**src/verilog/ir_panel_pkg.sv**
```systemverilog
package ir_panel_pkg;
	localparam int CLK_HZ = 100_000_000;
	localparam int CLK_PERIOD_NS = 10;
	// Output delay budget after an SCL fall.
	localparam int DATA_DELAY_NS = 3000;
	localparam int DATA_DELAY_CYC = DATA_DELAY_NS / CLK_PERIOD_NS;
	// The bit is driven a few cycles after the fall, well inside the budget.
	localparam int DRIVE_LAG_CYC = 4;
	// Infrared symbol timing.
	localparam int IR_T_US = 580;
	localparam int IR_TOL_US = 300;
	localparam int IR_T_CYC = IR_T_US * (CLK_HZ / 1_000_000);
	localparam int IR_TOL_CYC = IR_TOL_US * (CLK_HZ / 1_000_000);
	localparam int IR_BITS = 8;
	localparam int BUF_DEPTH = 16;
	localparam int READ_MAX = 15;
	localparam int KEYS = 8;
	localparam logic [6:0] OWN_ADDR_DEF = 7'h62;
	localparam int TIMEOUT_US = 25000;
	localparam int TIMEOUT_CYC = TIMEOUT_US * (CLK_HZ / 1_000_000);
	typedef enum logic [2:0] {
		ST_IDLE = 3'b000,
		ST_ADDR = 3'b001,
		ST_AACK = 3'b010,
		ST_WRITE = 3'b011,
		ST_WACK = 3'b100,
		ST_READ = 3'b101,
		ST_RACK = 3'b110,
		ST_WAIT = 3'b111
	} i2c_state_e;
	typedef enum logic [1:0] {
		IR_IDLE = 2'b00,
		IR_BURST = 2'b01,
		IR_GAP = 2'b10
	} ir_state_e;
endpackage

```
**src/verilog/ir_pulse_decoder.sv**
```systemverilog
`timescale 1ns/1ps
module ir_pulse_decoder
	import ir_panel_pkg::*;
#(
	parameter int T_CYC = IR_T_CYC,
	parameter int TOL_CYC = IR_TOL_CYC
) (
	input wire logic i_mclk,
	input wire logic i_rstn,
	input wire logic i_ir_burst,
	output logic [7:0] o_byte,
	output logic o_byte_valid
);
	// ****************************************
	// Burst and gap timing
	// ****************************************
	ir_state_e state_q;
	logic [31:0] cnt_q;
	logic [3:0] nbits_q;
	logic [7:0] shift_q;
	logic burst_q;

	// Carrier is seen as a level from the demodulating receiver; an over-long gap resets the frame.
	always_ff @(posedge i_mclk or negedge i_rstn) begin
		if (!i_rstn) begin
			state_q <= IR_IDLE;
			cnt_q <= 32'h0;
			nbits_q <= 4'h0;
			shift_q <= 8'h00;
			burst_q <= 1'b0;
			o_byte <= 8'h00;
			o_byte_valid <= 1'b0;
		end else begin
			burst_q <= i_ir_burst;
			o_byte_valid <= 1'b0;
			cnt_q <= cnt_q + 32'h1;
			case (state_q)
				IR_IDLE: begin
					if (i_ir_burst && !burst_q) begin
						state_q <= IR_BURST;
						cnt_q <= 32'h0;
					end
				end
				IR_BURST: begin
					if (!i_ir_burst) begin
						if (cnt_q + 32'(TOL_CYC) >= 32'(T_CYC) && cnt_q <= 32'(T_CYC + TOL_CYC)) begin
							state_q <= IR_GAP;
						end else begin
							state_q <= IR_IDLE;
							nbits_q <= 4'h0;
						end
						cnt_q <= 32'h0;
					end
				end
				IR_GAP: begin
					if (i_ir_burst) begin
						state_q <= IR_BURST;
						cnt_q <= 32'h0;
						if (cnt_q + 32'(TOL_CYC) >= 32'(T_CYC) && cnt_q <= 32'(T_CYC + TOL_CYC)) begin
							shift_q <= {shift_q[6:0], 1'b0};
							nbits_q <= nbits_q + 4'h1;
						end else if (cnt_q + 32'(TOL_CYC) >= 32'(3 * T_CYC) && cnt_q <= 32'(3 * T_CYC + TOL_CYC)) begin
							shift_q <= {shift_q[6:0], 1'b1};
							nbits_q <= nbits_q + 4'h1;
						end else begin
							nbits_q <= 4'h0;
						end
					end else if (cnt_q > 32'(3 * T_CYC + TOL_CYC)) begin
						state_q <= IR_IDLE;
						nbits_q <= 4'h0;
					end
					if (nbits_q == 4'(IR_BITS)) begin
						o_byte <= shift_q;
						o_byte_valid <= 1'b1;
						nbits_q <= 4'h0;
					end
				end
				default: state_q <= IR_IDLE;
			endcase
		end
	end
endmodule

```
**src/verilog/ir_front_panel_i2c_slave.sv**
```systemverilog
`timescale 1ns/1ps
// How it works
// - ACK own address after eighth bit
// - Shift read bytes out on SCL falls
// - Data bit valid within 3 us
// - Arm stop detect on first read rise
// - Release SDA, sample master acknowledge
// - Re-arm stop detect on acknowledge clock rise
// - Stop halts transaction time-out timer
// - Data-ready high until data fetched
// - Key press stores code, raises ready
// - Burst T, gap T is zero
// - Burst T, gap 3T is one
// - Accept 0.3 ms timing deviation
// - Up to 15 bytes, stored order
// - Written bytes stored in buffer
module ir_front_panel_i2c_slave
	import ir_panel_pkg::*;
#(
	parameter logic [6:0] OWN_ADDR = OWN_ADDR_DEF,
	parameter int DEPTH = BUF_DEPTH,
	parameter int T_CYC = IR_T_CYC,
	parameter int TOL_CYC = IR_TOL_CYC,
	parameter int TMO_CYC = TIMEOUT_CYC
) (
	input wire logic i_mclk,
	input wire logic i_rstn,
	input wire logic i_scl,
	input wire logic i_sda,
	output logic o_sda,
	output logic o_sda_oe,
	input wire logic i_ir_burst,
	input wire logic [KEYS-1:0] i_key,
	output logic o_data_ready_out,
	output logic o_timeout
);
	localparam int AW = $clog2(DEPTH);
	// ****************************************
	// Bus edges and conditions
	// ****************************************
	logic scl_q, sda_q, stop_arm_q;
	logic scl_rise, scl_fall, start_seen, stop_raw, stop_seen;
	i2c_state_e state_q;
	always_ff @(posedge i_mclk or negedge i_rstn) begin
		if (!i_rstn) begin
			scl_q <= 1'b1;
			sda_q <= 1'b1;
		end else begin
			scl_q <= i_scl;
			sda_q <= i_sda;
		end
	end
	assign scl_rise = i_scl && !scl_q;
	assign scl_fall = !i_scl && scl_q;
	assign start_seen = i_scl && scl_q && sda_q && !i_sda;
	assign stop_raw = i_scl && scl_q && !sda_q && i_sda;
	// Stop detection only listens while armed, so our own data edges never fake a stop.
	assign stop_seen = stop_raw && stop_arm_q;
	// ****************************************
	// Buffer
	// ****************************************
	logic [7:0] mem [DEPTH];
	logic [AW-1:0] wr_q, rd_q;
	logic [AW:0] cnt_q, cnt_d;
	logic [7:0] ir_byte, key_code, rx_q, push_data;
	logic ir_valid, key_hit, i2c_wr, pop, push;
	logic [KEYS-1:0] key_q;
	ir_pulse_decoder #(
		.T_CYC(T_CYC),
		.TOL_CYC(TOL_CYC)
	) u_ir (
		.i_mclk(i_mclk),
		.i_rstn(i_rstn),
		.i_ir_burst(i_ir_burst),
		.o_byte(ir_byte),
		.o_byte_valid(ir_valid)
	);
	always_comb begin
		key_hit = 1'b0;
		key_code = 8'h00;
		for (int k = 0; k < KEYS; k++) begin
			if (i_key[k] && !key_q[k] && !key_hit) begin
				key_hit = 1'b1;
				key_code = 8'(k) | 8'h80;
			end
		end
	end
	// Only one writer per cycle: bus data first, then infrared, then keys; a loser is dropped.
	assign push = (i2c_wr || ir_valid || key_hit) && (cnt_q < (AW+1)'(DEPTH));
	assign push_data = i2c_wr ? rx_q : (ir_valid ? ir_byte : key_code);
	always_ff @(posedge i_mclk) begin
		if (push) begin
			mem[wr_q] <= push_data;
		end
	end
	always_comb begin
		cnt_d = cnt_q + (AW+1)'(push) - (AW+1)'(pop && cnt_q != '0);
	end
	always_ff @(posedge i_mclk or negedge i_rstn) begin
		if (!i_rstn) begin
			wr_q <= '0;
			rd_q <= '0;
			cnt_q <= '0;
			key_q <= '0;
			o_data_ready_out <= 1'b0;
		end else begin
			key_q <= i_key;
			cnt_q <= cnt_d;
			o_data_ready_out <= (cnt_d != '0);
			if (push) begin
				wr_q <= AW'((wr_q + AW'(1)) % DEPTH);
			end
			if (pop && cnt_q != '0) begin
				rd_q <= AW'((rd_q + AW'(1)) % DEPTH);
			end
		end
	end
	// ****************************************
	// Protocol engine
	// ****************************************
	logic [3:0] bit_q, nread_q;
	logic [7:0] tx_q, lag_q;
	logic rd_dir_q, drive_q, drive_val_q, tmo_run_q;
	logic [31:0] tmo_q;
	always_ff @(posedge i_mclk or negedge i_rstn) begin
		if (!i_rstn) begin
			state_q <= ST_IDLE;
			bit_q <= 4'h0;
			rx_q <= 8'h00;
			tx_q <= 8'h00;
			rd_dir_q <= 1'b0;
			nread_q <= 4'h0;
			drive_q <= 1'b0;
			drive_val_q <= 1'b1;
			stop_arm_q <= 1'b1;
			i2c_wr <= 1'b0;
			pop <= 1'b0;
		end else begin
			i2c_wr <= 1'b0;
			pop <= 1'b0;
			if (start_seen) begin
				state_q <= ST_ADDR;
				bit_q <= 4'h0;
				drive_q <= 1'b0;
				stop_arm_q <= 1'b1;
				nread_q <= 4'h0;
			end else if (stop_seen) begin
				state_q <= ST_IDLE;
				drive_q <= 1'b0;
				stop_arm_q <= 1'b1;
			end else begin
				case (state_q)
					ST_IDLE: drive_q <= 1'b0;
					ST_ADDR, ST_WRITE: begin
						if (scl_rise) begin
							rx_q <= {rx_q[6:0], i_sda};
							bit_q <= bit_q + 4'h1;
							if (bit_q == 4'h0) begin
								stop_arm_q <= 1'b1;
							end
						end
						if (scl_fall && bit_q != 4'h0) begin
							stop_arm_q <= 1'b0;
						end
						if (scl_fall && bit_q == 4'h8) begin
							bit_q <= 4'h0;
							if (state_q == ST_ADDR && rx_q[7:1] != OWN_ADDR) begin
								state_q <= ST_WAIT;
							end else begin
								drive_q <= 1'b1;
								drive_val_q <= 1'b0;
								if (state_q == ST_ADDR) begin
									rd_dir_q <= rx_q[0];
									state_q <= ST_AACK;
								end else begin
									i2c_wr <= 1'b1;
									state_q <= ST_WACK;
								end
							end
						end
					end
					ST_AACK, ST_WACK: begin
						if (scl_rise) begin
							stop_arm_q <= 1'b0;
						end
						if (scl_fall) begin
							if (state_q == ST_AACK && rd_dir_q) begin
								tx_q <= {mem[rd_q][6:0], 1'b0};
								drive_val_q <= mem[rd_q][7];
								drive_q <= 1'b1;
								pop <= 1'b1;
								nread_q <= 4'h1;
								bit_q <= 4'h1;
								state_q <= ST_READ;
							end else begin
								drive_q <= 1'b0;
								state_q <= ST_WRITE;
							end
						end
					end
					ST_READ: begin
						if (scl_rise && bit_q == 4'h1) begin
							stop_arm_q <= 1'b1;
						end
						if (scl_fall) begin
							stop_arm_q <= 1'b0;
							if (bit_q == 4'h8) begin
								drive_q <= 1'b0;
								state_q <= ST_RACK;
							end else begin
								drive_val_q <= tx_q[7];
								tx_q <= {tx_q[6:0], 1'b0};
								bit_q <= bit_q + 4'h1;
							end
						end
					end
					ST_RACK: begin
						if (scl_rise) begin
							stop_arm_q <= 1'b1;
							if (i_sda || nread_q == 4'(READ_MAX)) begin
								state_q <= ST_WAIT;
							end
						end
						if (scl_fall) begin
							tx_q <= {mem[rd_q][6:0], 1'b0};
							drive_val_q <= mem[rd_q][7];
							drive_q <= 1'b1;
							pop <= 1'b1;
							nread_q <= nread_q + 4'h1;
							bit_q <= 4'h1;
							state_q <= ST_READ;
						end
					end
					ST_WAIT: begin
						drive_q <= 1'b0;
						stop_arm_q <= 1'b1;
					end
					default: state_q <= ST_IDLE;
				endcase
			end
		end
	end
	always_ff @(posedge i_mclk or negedge i_rstn) begin
		if (!i_rstn) begin
			lag_q <= 8'h00;
			o_sda <= 1'b1;
			o_sda_oe <= 1'b0;
		end else begin
			lag_q <= scl_fall ? 8'h00 : (lag_q == 8'hff ? lag_q : lag_q + 8'h01);
			if (!drive_q) begin
				o_sda_oe <= 1'b0;
				o_sda <= 1'b1;
			end else if (lag_q == 8'(DRIVE_LAG_CYC) && DRIVE_LAG_CYC < DATA_DELAY_CYC) begin
				o_sda_oe <= !drive_val_q;
				o_sda <= 1'b0;
			end
		end
	end
	always_ff @(posedge i_mclk or negedge i_rstn) begin
		if (!i_rstn) begin
			tmo_q <= 32'h0;
			tmo_run_q <= 1'b0;
			o_timeout <= 1'b0;
		end else begin
			o_timeout <= 1'b0;
			if (start_seen) begin
				tmo_run_q <= 1'b1;
				tmo_q <= 32'h0;
			end else if (stop_seen) begin
				tmo_run_q <= 1'b0;
			end else if (tmo_run_q) begin
				tmo_q <= tmo_q + 32'h1;
				if (tmo_q == 32'(TMO_CYC)) begin
					o_timeout <= 1'b1;
					tmo_run_q <= 1'b0;
				end
			end
		end
	end
endmodule

```
**config.mk**
```make
export PLATFORM = sky130hd
export DESIGN_NAME = ir_front_panel_i2c_slave
export DESIGN_NICKNAME = d
export VERILOG_FILES = /design/src/verilog/ir_panel_pkg.sv /design/src/verilog/ir_pulse_decoder.sv /design/src/verilog/ir_front_panel_i2c_slave.sv
export SDC_FILE = /design/constraint.sdc
export NUM_CORES = 1
export LEC_CHECK = 0
export CAP_MARGIN = 20
export CORE_MARGIN = 2
export CORE_UTILIZATION = 60
export DETAILED_ROUTE_END_ITERATION = 6
export DONT_BUFFER_PORTS = 1
export PLACE_DENSITY = 0.8
export SLEW_MARGIN = 20
export SYNTH_ARGS = -nofsm -noshare
export SYNTH_HDL_FRONTEND = slang
export SYNTH_SLANG_ARGS = --single-unit
```
**constraint.sdc**
```tcl
create_clock -name i_mclk -period 7.7 [get_ports i_mclk]
set_input_delay 0.77 -clock i_mclk [delete_from_list [all_inputs] [get_ports i_mclk]]
set_output_delay 0.77 -clock i_mclk [all_outputs]
set_load 0.005 [all_outputs]
```
# Word-level counts from Yosys, hierarchy flattened
# Memories as Yosys holds them, arrays and structs flattened.
# Index checks and enable logic that the tools add are counted.
word_totals:
  reg_bits: 157
  latchBits: 0
  ram_bits: 128
  rom_bits: 0
  inputBits: 13
  output_inout_bits: 4
  wordCells: 323
  mem_count: 1
classes:
  add_sub_neg: 11
  n_mul: 0
  n_div: 0
  order_cmp: 6
  n_eq_ne: 51
  shifts: 0
  mux: 131
  n_bitwise: 3
  reduce_logical: 89
mem_list:
  columns: ["name", "words", "word_bits", "read_ports", "rd_ports_with_merged_regs", "wr", "line_no", "text"]
  rows:
  - ["mem", 16, 8, 1, 0, 1, "ir_front_panel_i2c_slave.sv:62", "logic [7:0] mem [DEPTH];"]
op_table:
  columns: ["operator", "n"]
  rows:
  - ["two-way mux 32 bit", 6]
  - ["two-way mux 8 bit", 19]
  - ["one-hot mux 32 bit (3 select lines)", 1]
  - ["two-way mux 4 bit", 19]
  - ["adder 32 x 1 -> 32 bit (second input constant)", 2]
  - ["two-way mux 1 bit", 59]
  - ["two-way mux 3 bit", 12]
  - ["inequality test 4 bit (second input constant)", 9]
  - ["logical AND 1 bit", 33]
  - ["adder 32 x 15 -> 32 bit (second input constant)", 1]
  - ["== test 32 x 22 -> 1 bit (second input constant)", 1]
  - [">= comparator 32 x 16 -> 1 bit (second input constant)", 1]
  - [">= comparator 32 x 18 -> 1 bit (second input constant)", 1]
  - ["> comparator 32 x 18 -> 1 bit (second input constant)", 1]
  - ["less-or-equal comparator 32 x 17 -> 1 bit (second input constant)", 1]
  - ["less-or-equal comparator 32 x 18 -> 1 bit (second input constant)", 1]
  - ["inequality test 5 bit (second input constant)", 5]
  - ["one-hot mux 8 bit (3 select lines)", 1]
  - ["inequality test 2 bit (second input constant)", 11]
  - ["zero test 1 bit", 21]
  - ["adder 4 x 1 -> 4 bit (second input constant)", 5]
  - ["AND reduction 6 bit", 3]
  - ["one-hot mux 4 bit (2 select lines)", 2]
  - ["one-hot mux 4 bit (4 select lines)", 1]
  - ["other kinds (43)", 75]

# Logic depth before layout (Yosys ltp)
# Gate-level depths: netlist (run 1).
logic_depth:
  ltp_word: 29
  ltp_mapped: 18
  mapped_depth_nobuf: 18

# Hierarchy
# From an unflattened synthesis (run 1), not the netlist that was laid out.
hier_totals:
  cells_unflattened: 1195
  area_unflattened_um2: 13962.1
modules_own_cells:
  columns: ["mod", "n_inst", "cells_each", "area_each_um2", "seq_area_each_um2"]
  rows:
  - ["ir_front_panel_i2c_slave", 1, 850, 10681.5, 6352.3]
  - ["ir_pulse_decoder", 1, 345, 3280.6, 1401.3]

# Least setup slack after synthesis (run 1)
# OpenSTA, ideal clock, no wires.
synth_path:
  path_type: "input port to flip-flop"
  from: "input port i_key[1]"
  to: "register o_data_ready_out"
  setup_ps: 146
  arrival_ps: 3728
  required_time_ps: 7554
  path_slack_ps: 3826
  path_stages: 18
  n_path_buf: 0
  path_cell_list: "nor2b_1 or2_2 or2_2 nor2b_1 a21oi_1 inv_1 ha_1 inv_1 ha_1 inv_1 fa_1 inv_1 a21oi_1 nor2_1 nor2_1 xnor2_1 nor2_1 or4b_2"
synth_via:
  elab_chain_len: 26
synth_rtl:
  columns: ["element", "line_no", "text"]
  rows:
  - ["start, declared", "ir_front_panel_i2c_slave.sv:33", "input wire logic [KEYS-1:0] i_key,"]
  - ["logical AND 1 bit * (2 in series)", "ir_front_panel_i2c_slave.sv:82", "if (i_key[k] && !key_q[k] && !key_hit) begin"]
  - ["two-way mux 1 bit *", "ir_front_panel_i2c_slave.sv:82", null]
  - ["zero test 1 bit", "ir_front_panel_i2c_slave.sv:82", null]
  - ["logical AND 1 bit", "ir_front_panel_i2c_slave.sv:82", null]
  - ["two-way mux 1 bit *", "ir_front_panel_i2c_slave.sv:82", null]
  - ["zero test 1 bit", "ir_front_panel_i2c_slave.sv:82", null]
  - ["logical AND 1 bit", "ir_front_panel_i2c_slave.sv:82", null]
  - ["two-way mux 1 bit *", "ir_front_panel_i2c_slave.sv:82", null]
  - ["(+10 left out)", null, null]
  - ["logical AND 1 bit", "ir_front_panel_i2c_slave.sv:82", null]
  - ["two-way mux 1 bit *", "ir_front_panel_i2c_slave.sv:82", null]
  - ["logical OR 1 bit *", "ir_front_panel_i2c_slave.sv:89", "assign push = (i2c_wr || ir_valid || key_hit) && (cnt_q < (AW+1)'(DEPTH));"]
  - ["logical AND 1 bit *", "ir_front_panel_i2c_slave.sv:89", null]
  - ["adder 5 x 1 -> 5 bit *", "ir_front_panel_i2c_slave.sv:97", "cnt_d = cnt_q + (AW+1)'(push) - (AW+1)'(pop && cnt_q != '0);"]
  - ["subtractor 5 x 1 -> 5 bit *", "ir_front_panel_i2c_slave.sv:97", null]
  - ["via cnt_d[4]", "ir_front_panel_i2c_slave.sv:64", "logic [AW:0] cnt_q, cnt_d;"]
  - ["nonzero test 5 bit *", "ir_front_panel_i2c_slave.sv:109", "o_data_ready_out <= (cnt_d != '0);"]
  - ["end signal, assigned", "ir_front_panel_i2c_slave.sv:109", null]
  - ["end, declared", "ir_front_panel_i2c_slave.sv:34", "output logic o_data_ready_out,"]
# Mark *: on every way through the listed nets, which the timed path passes. The rest lies on a longest branch.
# A chain may end at the register's enable or synchronous reset.

# Worst setup path in the final report (run 1)
layout_path:
  from: "register key_q[5]"
  to: "register o_data_ready_out"
layout_via:
  elab_chain_len: 15
layout_rtl:
  columns: ["element", "line_no", "text"]
  rows:
  - ["start, declared", "ir_front_panel_i2c_slave.sv:67", "logic [KEYS-1:0] key_q;"]
  - ["start signal, assigned", "ir_front_panel_i2c_slave.sv:107", "key_q <= i_key;"]
  - ["zero test 1 bit *", "ir_front_panel_i2c_slave.sv:82", null]
  - ["logical AND 1 bit * (2 in series)", "ir_front_panel_i2c_slave.sv:82", null]
  - ["two-way mux 1 bit *", "ir_front_panel_i2c_slave.sv:82", null]
  - ["zero test 1 bit", "ir_front_panel_i2c_slave.sv:82", null]
  - ["logical AND 1 bit", "ir_front_panel_i2c_slave.sv:82", null]
  - ["two-way mux 1 bit *", "ir_front_panel_i2c_slave.sv:82", null]
  - ["zero test 1 bit", "ir_front_panel_i2c_slave.sv:82", null]
  - ["logical AND 1 bit", "ir_front_panel_i2c_slave.sv:82", null]
  - ["two-way mux 1 bit *", "ir_front_panel_i2c_slave.sv:82", null]
  - ["logical OR 1 bit *", "ir_front_panel_i2c_slave.sv:89", null]
  - ["logical AND 1 bit *", "ir_front_panel_i2c_slave.sv:89", null]
  - ["adder 5 x 1 -> 5 bit *", "ir_front_panel_i2c_slave.sv:97", null]
  - ["subtractor 5 x 1 -> 5 bit *", "ir_front_panel_i2c_slave.sv:97", null]
  - ["via cnt_d[4]", "ir_front_panel_i2c_slave.sv:64", null]
  - ["nonzero test 5 bit *", "ir_front_panel_i2c_slave.sv:109", null]
# Marks and branches as above.

==> out/metrics.csv, run 1 <==
stage,metric,value,unit
run_status,status,"finished, final reports clean",
global_route,pin count of the biggest net entering global routing,152,
job,max-cap viol count,0,
power,clock group share of total power,31.6,%
placed_design,DPL Wire Length,17600,um
worst_hold_path,Hold Crit Class,primary input to asynchronous set/reset pin,
synth,post-synthesis cell type count,74,
synth,cell area after synthesis,13400,um^2
die,core area,21900,um^2
cts,Worst-Skew Late Latency,0.55,ns
detailed_routing,highest routed layer,met4,
cts,clock sinks,284,
sta,Final Hold Fails,0,
detailed_routing,# DRC,0,
sta,# setup viols final,0,
worst_setup_path,CP endpoint kind,flip-flop,
finish,Final Net Count,1183,
die,Die H,154,um
synth,Synth Warn #,0,
power,PwrDens,302,nW/um^2
placed_design,GP Congestion,0.849,
die,num rows,54,
worst_setup_path,Setup CP Type,flip-flop to flip-flop,
cts,Clock transition at path regs,0.07,ns
synth,sequential share of the synthesized area,57.7,%
finish,Ant. Diodes,0,
power,Int Pwr,3.08,mW
cts,cts repair resizes,0,
sta,Peak Freq,253,MHz
power,Power Total,4.42,mW
sta,setup TNS,0,ns
cts,CTS tree,built,
global_route,initial antenna violation count,0,
synth,"EDFF count, synth",128,
detailed_routing,DR WL met3,1450,um
sta,Worst Max-Slew Pin Slew,1.10,ns
detailed_routing,Detailed Route Iter0 Violations,779,
finish,area delta synth->final,9.07,%
die,Ports,17,
sta,Slew headroom,26.6,%
synth,"flops & latches, synth",284,
synth,syn nets,1193,
detailed_routing,Vias/cell,6.15,
cts,setup bufs post-CTS,0,
synth,Post-Synthesis Cells,1153,
synth,asr flop ratio synth,54.9,%
detailed_routing,post-route ant nets,0,
detailed_routing,Routed WL,27400,um
sta,Tmin final,3.95,ns
global_route,first-pass GRT wire length,45200,um
power,switch share,30.2,%
power,VDD IR max,0.196,mV
power,switching power total,1.33,mW
sta,Tcrit/Tclk final,51.3,%
worst_setup_path,Worst Setup SP,key_q[5]$_DFF_PN0_,
worst_setup_path,CP arrival,4.36,ns
die,die area,23600,um^2
die,Initial Util,61.4,%
finish,share of cells above drive strength 1,10.4,%
worst_setup_path,CP Launch Type,flip-flop,
detailed_routing,DR pass1 iterations,5,
detailed_routing,met2 wire length,13500,um
cts,Hold Buf Count CTS,1,
worst_setup_path,Worst Path Required,8.10,ns
cts,CTS buffer count,29,
power,Logic pwr share,24.0,%
detailed_routing,Vias,8882,
cts,root buf cell,clkbuf_16,
power,Lkg Pwr,5.79,nW
worst_setup_path,crit path max fanout,9,
sta,Layout Skew,0.0223,ns
sta,RSZ-0062 raised after global routing,false,
global_route,GRT Total Usage,23.5,%
cts,CTS max path bufs,3,
global_route,vias in the first global route,8888,
worst_setup_path,Reg2Reg Launch Point,key_q[5]$_DFF_PN0_,
die,die width,154,um
finish,Multi-input gate area,5320,um^2
power,share of power burned in registers,44.5,%
cts,H-tree level count,1,
global_route,overflow left after global routing,0,
synth,Post-synth top flop,dfrtp_1,
detailed_routing,Routed WL per cell,18.9,um
placed_design,port bufs,0,
sta,"Slew Viols, Final",0,
finish,Filler cells,1559,
detailed_routing,met1 WL,11700,um
synth,Syn Area/Cell,11.6,um^2
finish,storage element area,7750,um^2
==> flip-flops by register name (all words and copies together), names as in the netlist, 7 cells and up <==
signal and cells:
key_q 8, tmo_q 32, u_ir.shift_q 8, tx_q 7, mem 128, u_ir.cnt_q 32
lag_q 8, u_ir.o_byte 8, rx_q 8
==> worst paths after layout <==
| path | cells after the start | end | slack [ns] |
|---|---|---|---|
| min | 0 | drive_val_q$_DFFE_PN1P_ | 0.06 |
| min in group i_mclk | 0 | sda_q$_DFF_PN1_ | 0.22 |
| max reg2reg | 17 | o_data_ready_out$_DFF_PN0_ | 3.75 |
| max in group asynchronous | 1 | u_ir.cnt_q[25]$_DFF_PN0_ | 6.87 |
| min reg2reg | 1 | o_sda$_DFFE_PN1P_ | 0.44 |
| max | 17 | o_data_ready_out$_DFF_PN0_ | 3.75 |
==> kinds of logic (layout without fill, tap and decap cells) <==
kind of cell,after synthesis,in the layout,share of synthesized area (%)
multiplexers,86,86,8.51
AO/OA/AOI/OAI,195,195,9.51
adder cells (fa/ha/maj),27,27,2.57
XOR/XNOR,65,65,4.24
buffers and inverters,98,110,2.81
AND/OR/NAND/NOR,398,398,14.6
flip-flops,284,284,57.7
==> layout by cell type (no fill, tap or decap), types with 7 or more instances in the layout <==
| master | n |
|---|---|
| dfrtp_1 | 150 |
| edfxtp_1 | 128 |
| nor2_1 | 122 |
| nand2_1 | 85 |
| o21ai_0 | 54 |
| a21oi_1 | 47 |
| inv_1 | 46 |
| nand3_1 | 45 |
| xor2_1 | 36 |
| mux2i_1 | 32 |
| xnor2_1 | 29 |
| clkbuf_16 | 29 |
| mux2_2 | 28 |
| ha_1 | 26 |
| nor3_1 | 22 |
| mux4_2 | 19 |
| nand4_1 | 16 |
| and3_1 | 15 |
| nor2b_1 | 14 |
| or3_1 | 14 |
| buf_4 | 10 |
| a31oi_1 | 9 |
| o211ai_1 | 9 |
| and4_1 | 8 |
| a22oi_1 | 8 |
| a221oi_1 | 8 |
| nand2b_1 | 7 |
| nor4_1 | 7 |
| mux2_1 | 7 |
==> power groups by stage <==
stage	clock (mW)	sequential (mW)	combinational, mW
floorplan	0	1.92	0.825
global placement	0	1.98	0.989
detailed placement	0	1.99	1.03
CTS	1.42	1.96	1.06
global route	1.47	1.99	1.17
finish	1.40	1.96	1.06
==> Yosys cell counts (4+ instances only) <==
| cell | number | area, um^2 |
|---|---|---|
| a21o_1 | 4 | 30.0 |
| a21oi_1 | 47 | 235 |
| a221oi_1 | 8 | 70.1 |
| a22o_1 | 5 | 43.8 |
| a22oi_1 | 8 | 60.1 |
| a31oi_1 | 9 | 56.3 |
| and2_1 | 6 | 37.5 |
| and3_1 | 15 | 93.8 |
| and4_1 | 8 | 70.1 |
| buf_1 | 8 | 30.0 |
| clkbuf_1 | 41 | 154 |
| dfrtp_1 | 151 | 3780 |
| dfstp_2 | 5 | 131 |
| edfxtp_1 | 128 | 3840 |
| ha_1 | 26 | 325 |
| inv_1 | 46 | 173 |
| mux2_1 | 7 | 78.8 |
| mux2_2 | 28 | 315 |
| mux2i_1 | 32 | 320 |
| mux4_2 | 19 | 428 |
| nand2_1 | 86 | 323 |
| nand2b_1 | 7 | 43.8 |
| nand3_1 | 45 | 225 |
| nand3b_1 | 5 | 37.5 |
| nand4_1 | 16 | 100 |
| nor2_1 | 122 | 458 |
| nor2b_1 | 14 | 87.6 |
| nor3_1 | 25 | 125 |
| nor4_1 | 7 | 43.8 |
| nor4b_1 | 6 | 52.6 |
| o2111ai_1 | 5 | 43.8 |
| o211ai_1 | 9 | 67.6 |
| o21ai_0 | 54 | 270 |
| o21ai_1 | 6 | 30.0 |
| or2_2 | 6 | 37.5 |
| or3_1 | 14 | 87.6 |
| xnor2_1 | 29 | 254 |
| xor2_1 | 36 | 315 |
==> critical path, cell delays in order (launching register included) <==
cell,delay (ns)
dfrtp_1,0.36
nor2b_1,0.33
nor3_1,0.14
nor2b_1,0.17
a21oi_1,0.55
inv_1,0.11
ha_1,0.33
inv_1,0.06
ha_1,0.17
inv_1,0.07
fa_1,0.40
inv_1,0.07
a21oi_1,0.06
nor2_1,0.10
nor2_1,0.07
xnor2_1,0.14
nor2_1,0.10
or4b_2,0.59
==> stage by stage <==
stage	hold WS (ns)	setup slack [ns]	utilization [%]	area [um^2]	cells
6_report	0.0558	3.75	66.9	14600	1445
5_1_grt	0.0498	3.54	66.9	14600	1445
3_5_place_dp	0.434	3.39	62.4	13700	1391
2_1_floorplan	0.385	3.83	-	13400	1153
3_3_place_gp	0.423	3.56	62.4	13700	1391
4_1_cts	0.0436	3.77	66.8	14600	1445
==> layer usage <==
| layer | vias to the layer above | track usage [%] |
|---|---|---|
| li1 | 4190 | - |
| met1 | 4409 | 32.7 |
| met2 | 230 | 39.5 |
| met3 | 53 | 3.13 |
| met4 | 0 | 6.38 |
| met5 | - | 0 |
==> area by class of cell <==
cell class                 count  area share, %
clock buffer                  36           5.20
inverter                      46           1.18
multi-input combinational    771           36.3
timing repair buffer          11          0.700
tap                          280           2.39
sequential                   284           52.9
clock inverter                17           1.30
(Power assumes the default switching activity.)
==> run 2, diff against run 1 <==
clock period = 4.1 ns   (was 7.7 ns; I/O delays follow)
==> run 2 against run 1 <==
Wire length grew 1.6%. Highest routed layer unchanged. Power is 86% higher. Sequential power rose by 91%. Sequential share of layout area down 0.36 points. Critical path type unchanged. Non-clock buffer count grew 18. Die area unchanged. Utilization grew 0.46 points. Cell count grew 1.2%. Via count is 1.9% higher. Global-route usage rose by 0.24 points. Register-to-register slack worse by 3.2 ns. Critical path depth is 1 higher.
==> out/metrics.csv, run 2 (same netlist as run 1, synthesis figures left out) <==
stage,metric,value,unit,change
run_status,status,"finished, final reports clean",,
worst_setup_path,crit path max fanout,3,,-6
power,VDD IR max,0.357,mV,+82%
power,Power Total,8.22,mW,+86%
finish,most frequent cells in the layout,"dfrtp_1 (150), edfxtp_1 (128), nor2_1 (122)",,
sta,Layout Skew,0.0101,ns,-0.0122 ns
finish,area delta synth->final,9.82,%,
power,PwrDens,557,nW/um^2,+85%
cts,Worst-Skew Late Latency,0.54,ns,about the same
placed_design,DPL Wire Length,17800,um,+1.3%
power,Lkg Pwr,5.84,nW,+0.98%
worst_setup_path,R2R Setup Slk,0.53,ns,-3.22 ns
cts,H-tree level count,1,,unchanged
finish,post-route cell area,14700,um^2,+0.68%
detailed_routing,# DRC,0,,unchanged
global_route,GRT Total Usage,23.8,%,+0.24 points
global_route,initial antenna violation count,0,,unchanged
sta,Final Hold Fails,0,,unchanged
detailed_routing,Detailed Route Iter0 Violations,763,,-2.1%
placed_design,DP Worst Slack,0.472,ns,-2.91 ns
worst_hold_path,Hold Crit Class,primary input to flip-flop,,
sta,Worst Max-Slew Pin Slew,1.01,ns,-0.0871 ns
placed_design,Placed Area,13700,um^2,+0.33%
sta,setup TNS,0,ns,unchanged
sta,final worst setup slack,0.526,ns,-3.22 ns
worst_setup_path,Worst Path Required,4.50,ns,-3.60 ns
die,core area,21900,um^2,unchanged
detailed_routing,Routed WL,27800,um,+1.6%
finish,share of cells above drive strength 1,10.4,%,+0.011 points
global_route,overflow left after global routing,0,,unchanged
cts,CTS tree,built,,
detailed_routing,Routed WL per cell,19.0,um,+0.39%
finish,register bank with the most flops,mem,,
sta,Tcrit/Tclk final,87.2,%,+36 points
global_route,pin count of the biggest net entering global routing,157,,+3.3%
global_route,first-pass GRT wire length,45700,um,+1.2%
cts,CTS buffer count,29,,unchanged
die,num rows,54,,unchanged
cts,Clock transition at path regs,0.06,ns,about the same
worst_setup_path,Worst Setup SP,key_q[1]$_DFF_PN0_,,
finish,Ant. Diodes,0,,unchanged
die,Initial Util,61.4,%,unchanged
finish,top flop regs,"mem x128, tmo_q x32, u_ir.cnt_q x32",,
worst_setup_path,CP arrival,3.97,ns,-0.39 ns
worst_setup_path,Reg2Reg Launch Point,key_q[1]$_DFF_PN0_,,
global_route,vias in the first global route,8779,,-1.2%
die,Die H,154,um,unchanged
sta,RSZ-0062 raised after global routing,false,,
worst_setup_path,Setup CP Type,flip-flop to flip-flop,,
sta,Peak Freq,280,MHz,+11%
sta,Tmin final,3.57,ns,-0.379 ns
placed_design,GP Congestion,0.859,,+1.2%
placed_design,cell count after placement,1397,,+0.43%
worst_setup_path,reg2reg path depth,18,,+1
detailed_routing,DR pass1 iterations,5,,unchanged
finish,Final Net Count,1201,,+1.5%
worst_setup_path,Worst R2R End,o_data_ready_out$_DFF_PN0_,,
finish,max FFs per register,128,,unchanged
worst_setup_path,CP Launch Type,flip-flop,,
die,Ports,17,,unchanged
placed_design,port bufs,0,,unchanged
detailed_routing,Vias/cell,6.19,,+0.66%
cts,CTS max path bufs,3,,unchanged
die,die area,23600,um^2,unchanged
cts,clock sinks,284,,unchanged
sta,"Slew Viols, Final",0,,unchanged
worst_setup_path,Worst Setup EP,o_data_ready_out$_DFF_PN0_,,
detailed_routing,post-route ant nets,0,,unchanged
job,max-cap viol count,0,,unchanged
cts,root buf cell,clkbuf_16,,
detailed_routing,Vias,9052,,+1.9%
cts,setup bufs post-CTS,0,,unchanged
worst_setup_path,CP endpoint kind,flip-flop,,
sta,Slew headroom,32.3,%,+5.7 points
die,die width,154,um,unchanged
finish,"most common cell after layout, fill and taps aside",dfrtp_1,,
sta,# setup viols final,0,,unchanged
finish,fin cells,1463,,+1.2%
-- run 2: changes by cell type in the layout (fill, tap and decap cells not counted), moves of 2 or more --
cell	delta
buf_4	+6
bufinv_16	-2
clkinv_1	+3
dlygate4sd3_1	+12
inv_6	+2
nor3_1	+2
nor3_2	-2
-- run 2: worst max-delay path, cell delays in order, from the launching register on --
cell     delay (ns)
dfrtp_1        0.34
nor2b_1        0.06
or2_2          0.31
or2_2          0.31
nor2b_1        0.17
a21oi_1        0.10
inv_1          0.06
ha_1           0.22
inv_1          0.08
ha_1           0.18
inv_1          0.06
fa_1           0.41
inv_1          0.08
a21oi_1        0.07
nor2_1         0.11
nor2_1         0.06
xnor2_1        0.15
nor2_1         0.10
or4b_2         0.58
-- run 2: repair_timing --
item / 4_1_cts / 5_1_grt
gates resized for setup: 0 / 0
hold buffers: 13 / 0
hold endpoints to repair: 168 / 0
-- run 2: final cells by class --
type,instances,area [um^2]
clock buffer,34,744
clock inverter,19,153
fill,1557,7140
inverter,46,173
multi-input combinational,771,5310
sequential,284,7750
tap,280,350
timing repair buffer,29,268
-- run 2: report_power, final --
part           total (mW)  internal [mW]  switching (mW)
combinational        1.98          0.863            1.12
clock                2.50           1.42            1.08
sequential           3.74           3.38           0.354
-- run 2: how the worst min path moves through the flow --
stage	start	endpoint	slack (ns)	cells past startpoint
3_5_place_dp	i_rstn	lag_q[7]$_DFFE_PN0P_	0.12	0
3_3_place_gp	i_rstn	lag_q[6]$_DFFE_PN0P_	0.12	0
5_1_grt	i_sda	rx_q[0]$_DFFE_PN0P_	0.01	1
2_1_floorplan	i_rstn	bit_q[0]$_DFFE_PN0P_	0.11	0
4_1_cts	i_sda	rx_q[0]$_DFFE_PN0P_	0.01	1
6_report	i_sda	rx_q[0]$_DFFE_PN0P_	0.02	1
-- run 2: per-layer routing --
| metal | up-vias | track usage (%) | part of all wire (%) |
|---|---|---|---|
| li1 | 4222 | - | - |
| met1 | 4534 | 34.1 | 45 |
| met4 | 0 | 6.16 | 1.9 |
| met2 | 247 | 39.1 | 48 |
| met5 | - | 0 | 0 |
| met3 | 49 | 2.99 | 5.0 |
-- run 2: through the flow --
step	util [%]	hold WS [ns]
3_3_place_gp	62.6	0.117
4_1_cts	67.3	0.0123
6_report	67.4	0.0189
3_5_place_dp	62.6	0.118
5_1_grt	67.4	0.00997
2_1_floorplan	-	0.114
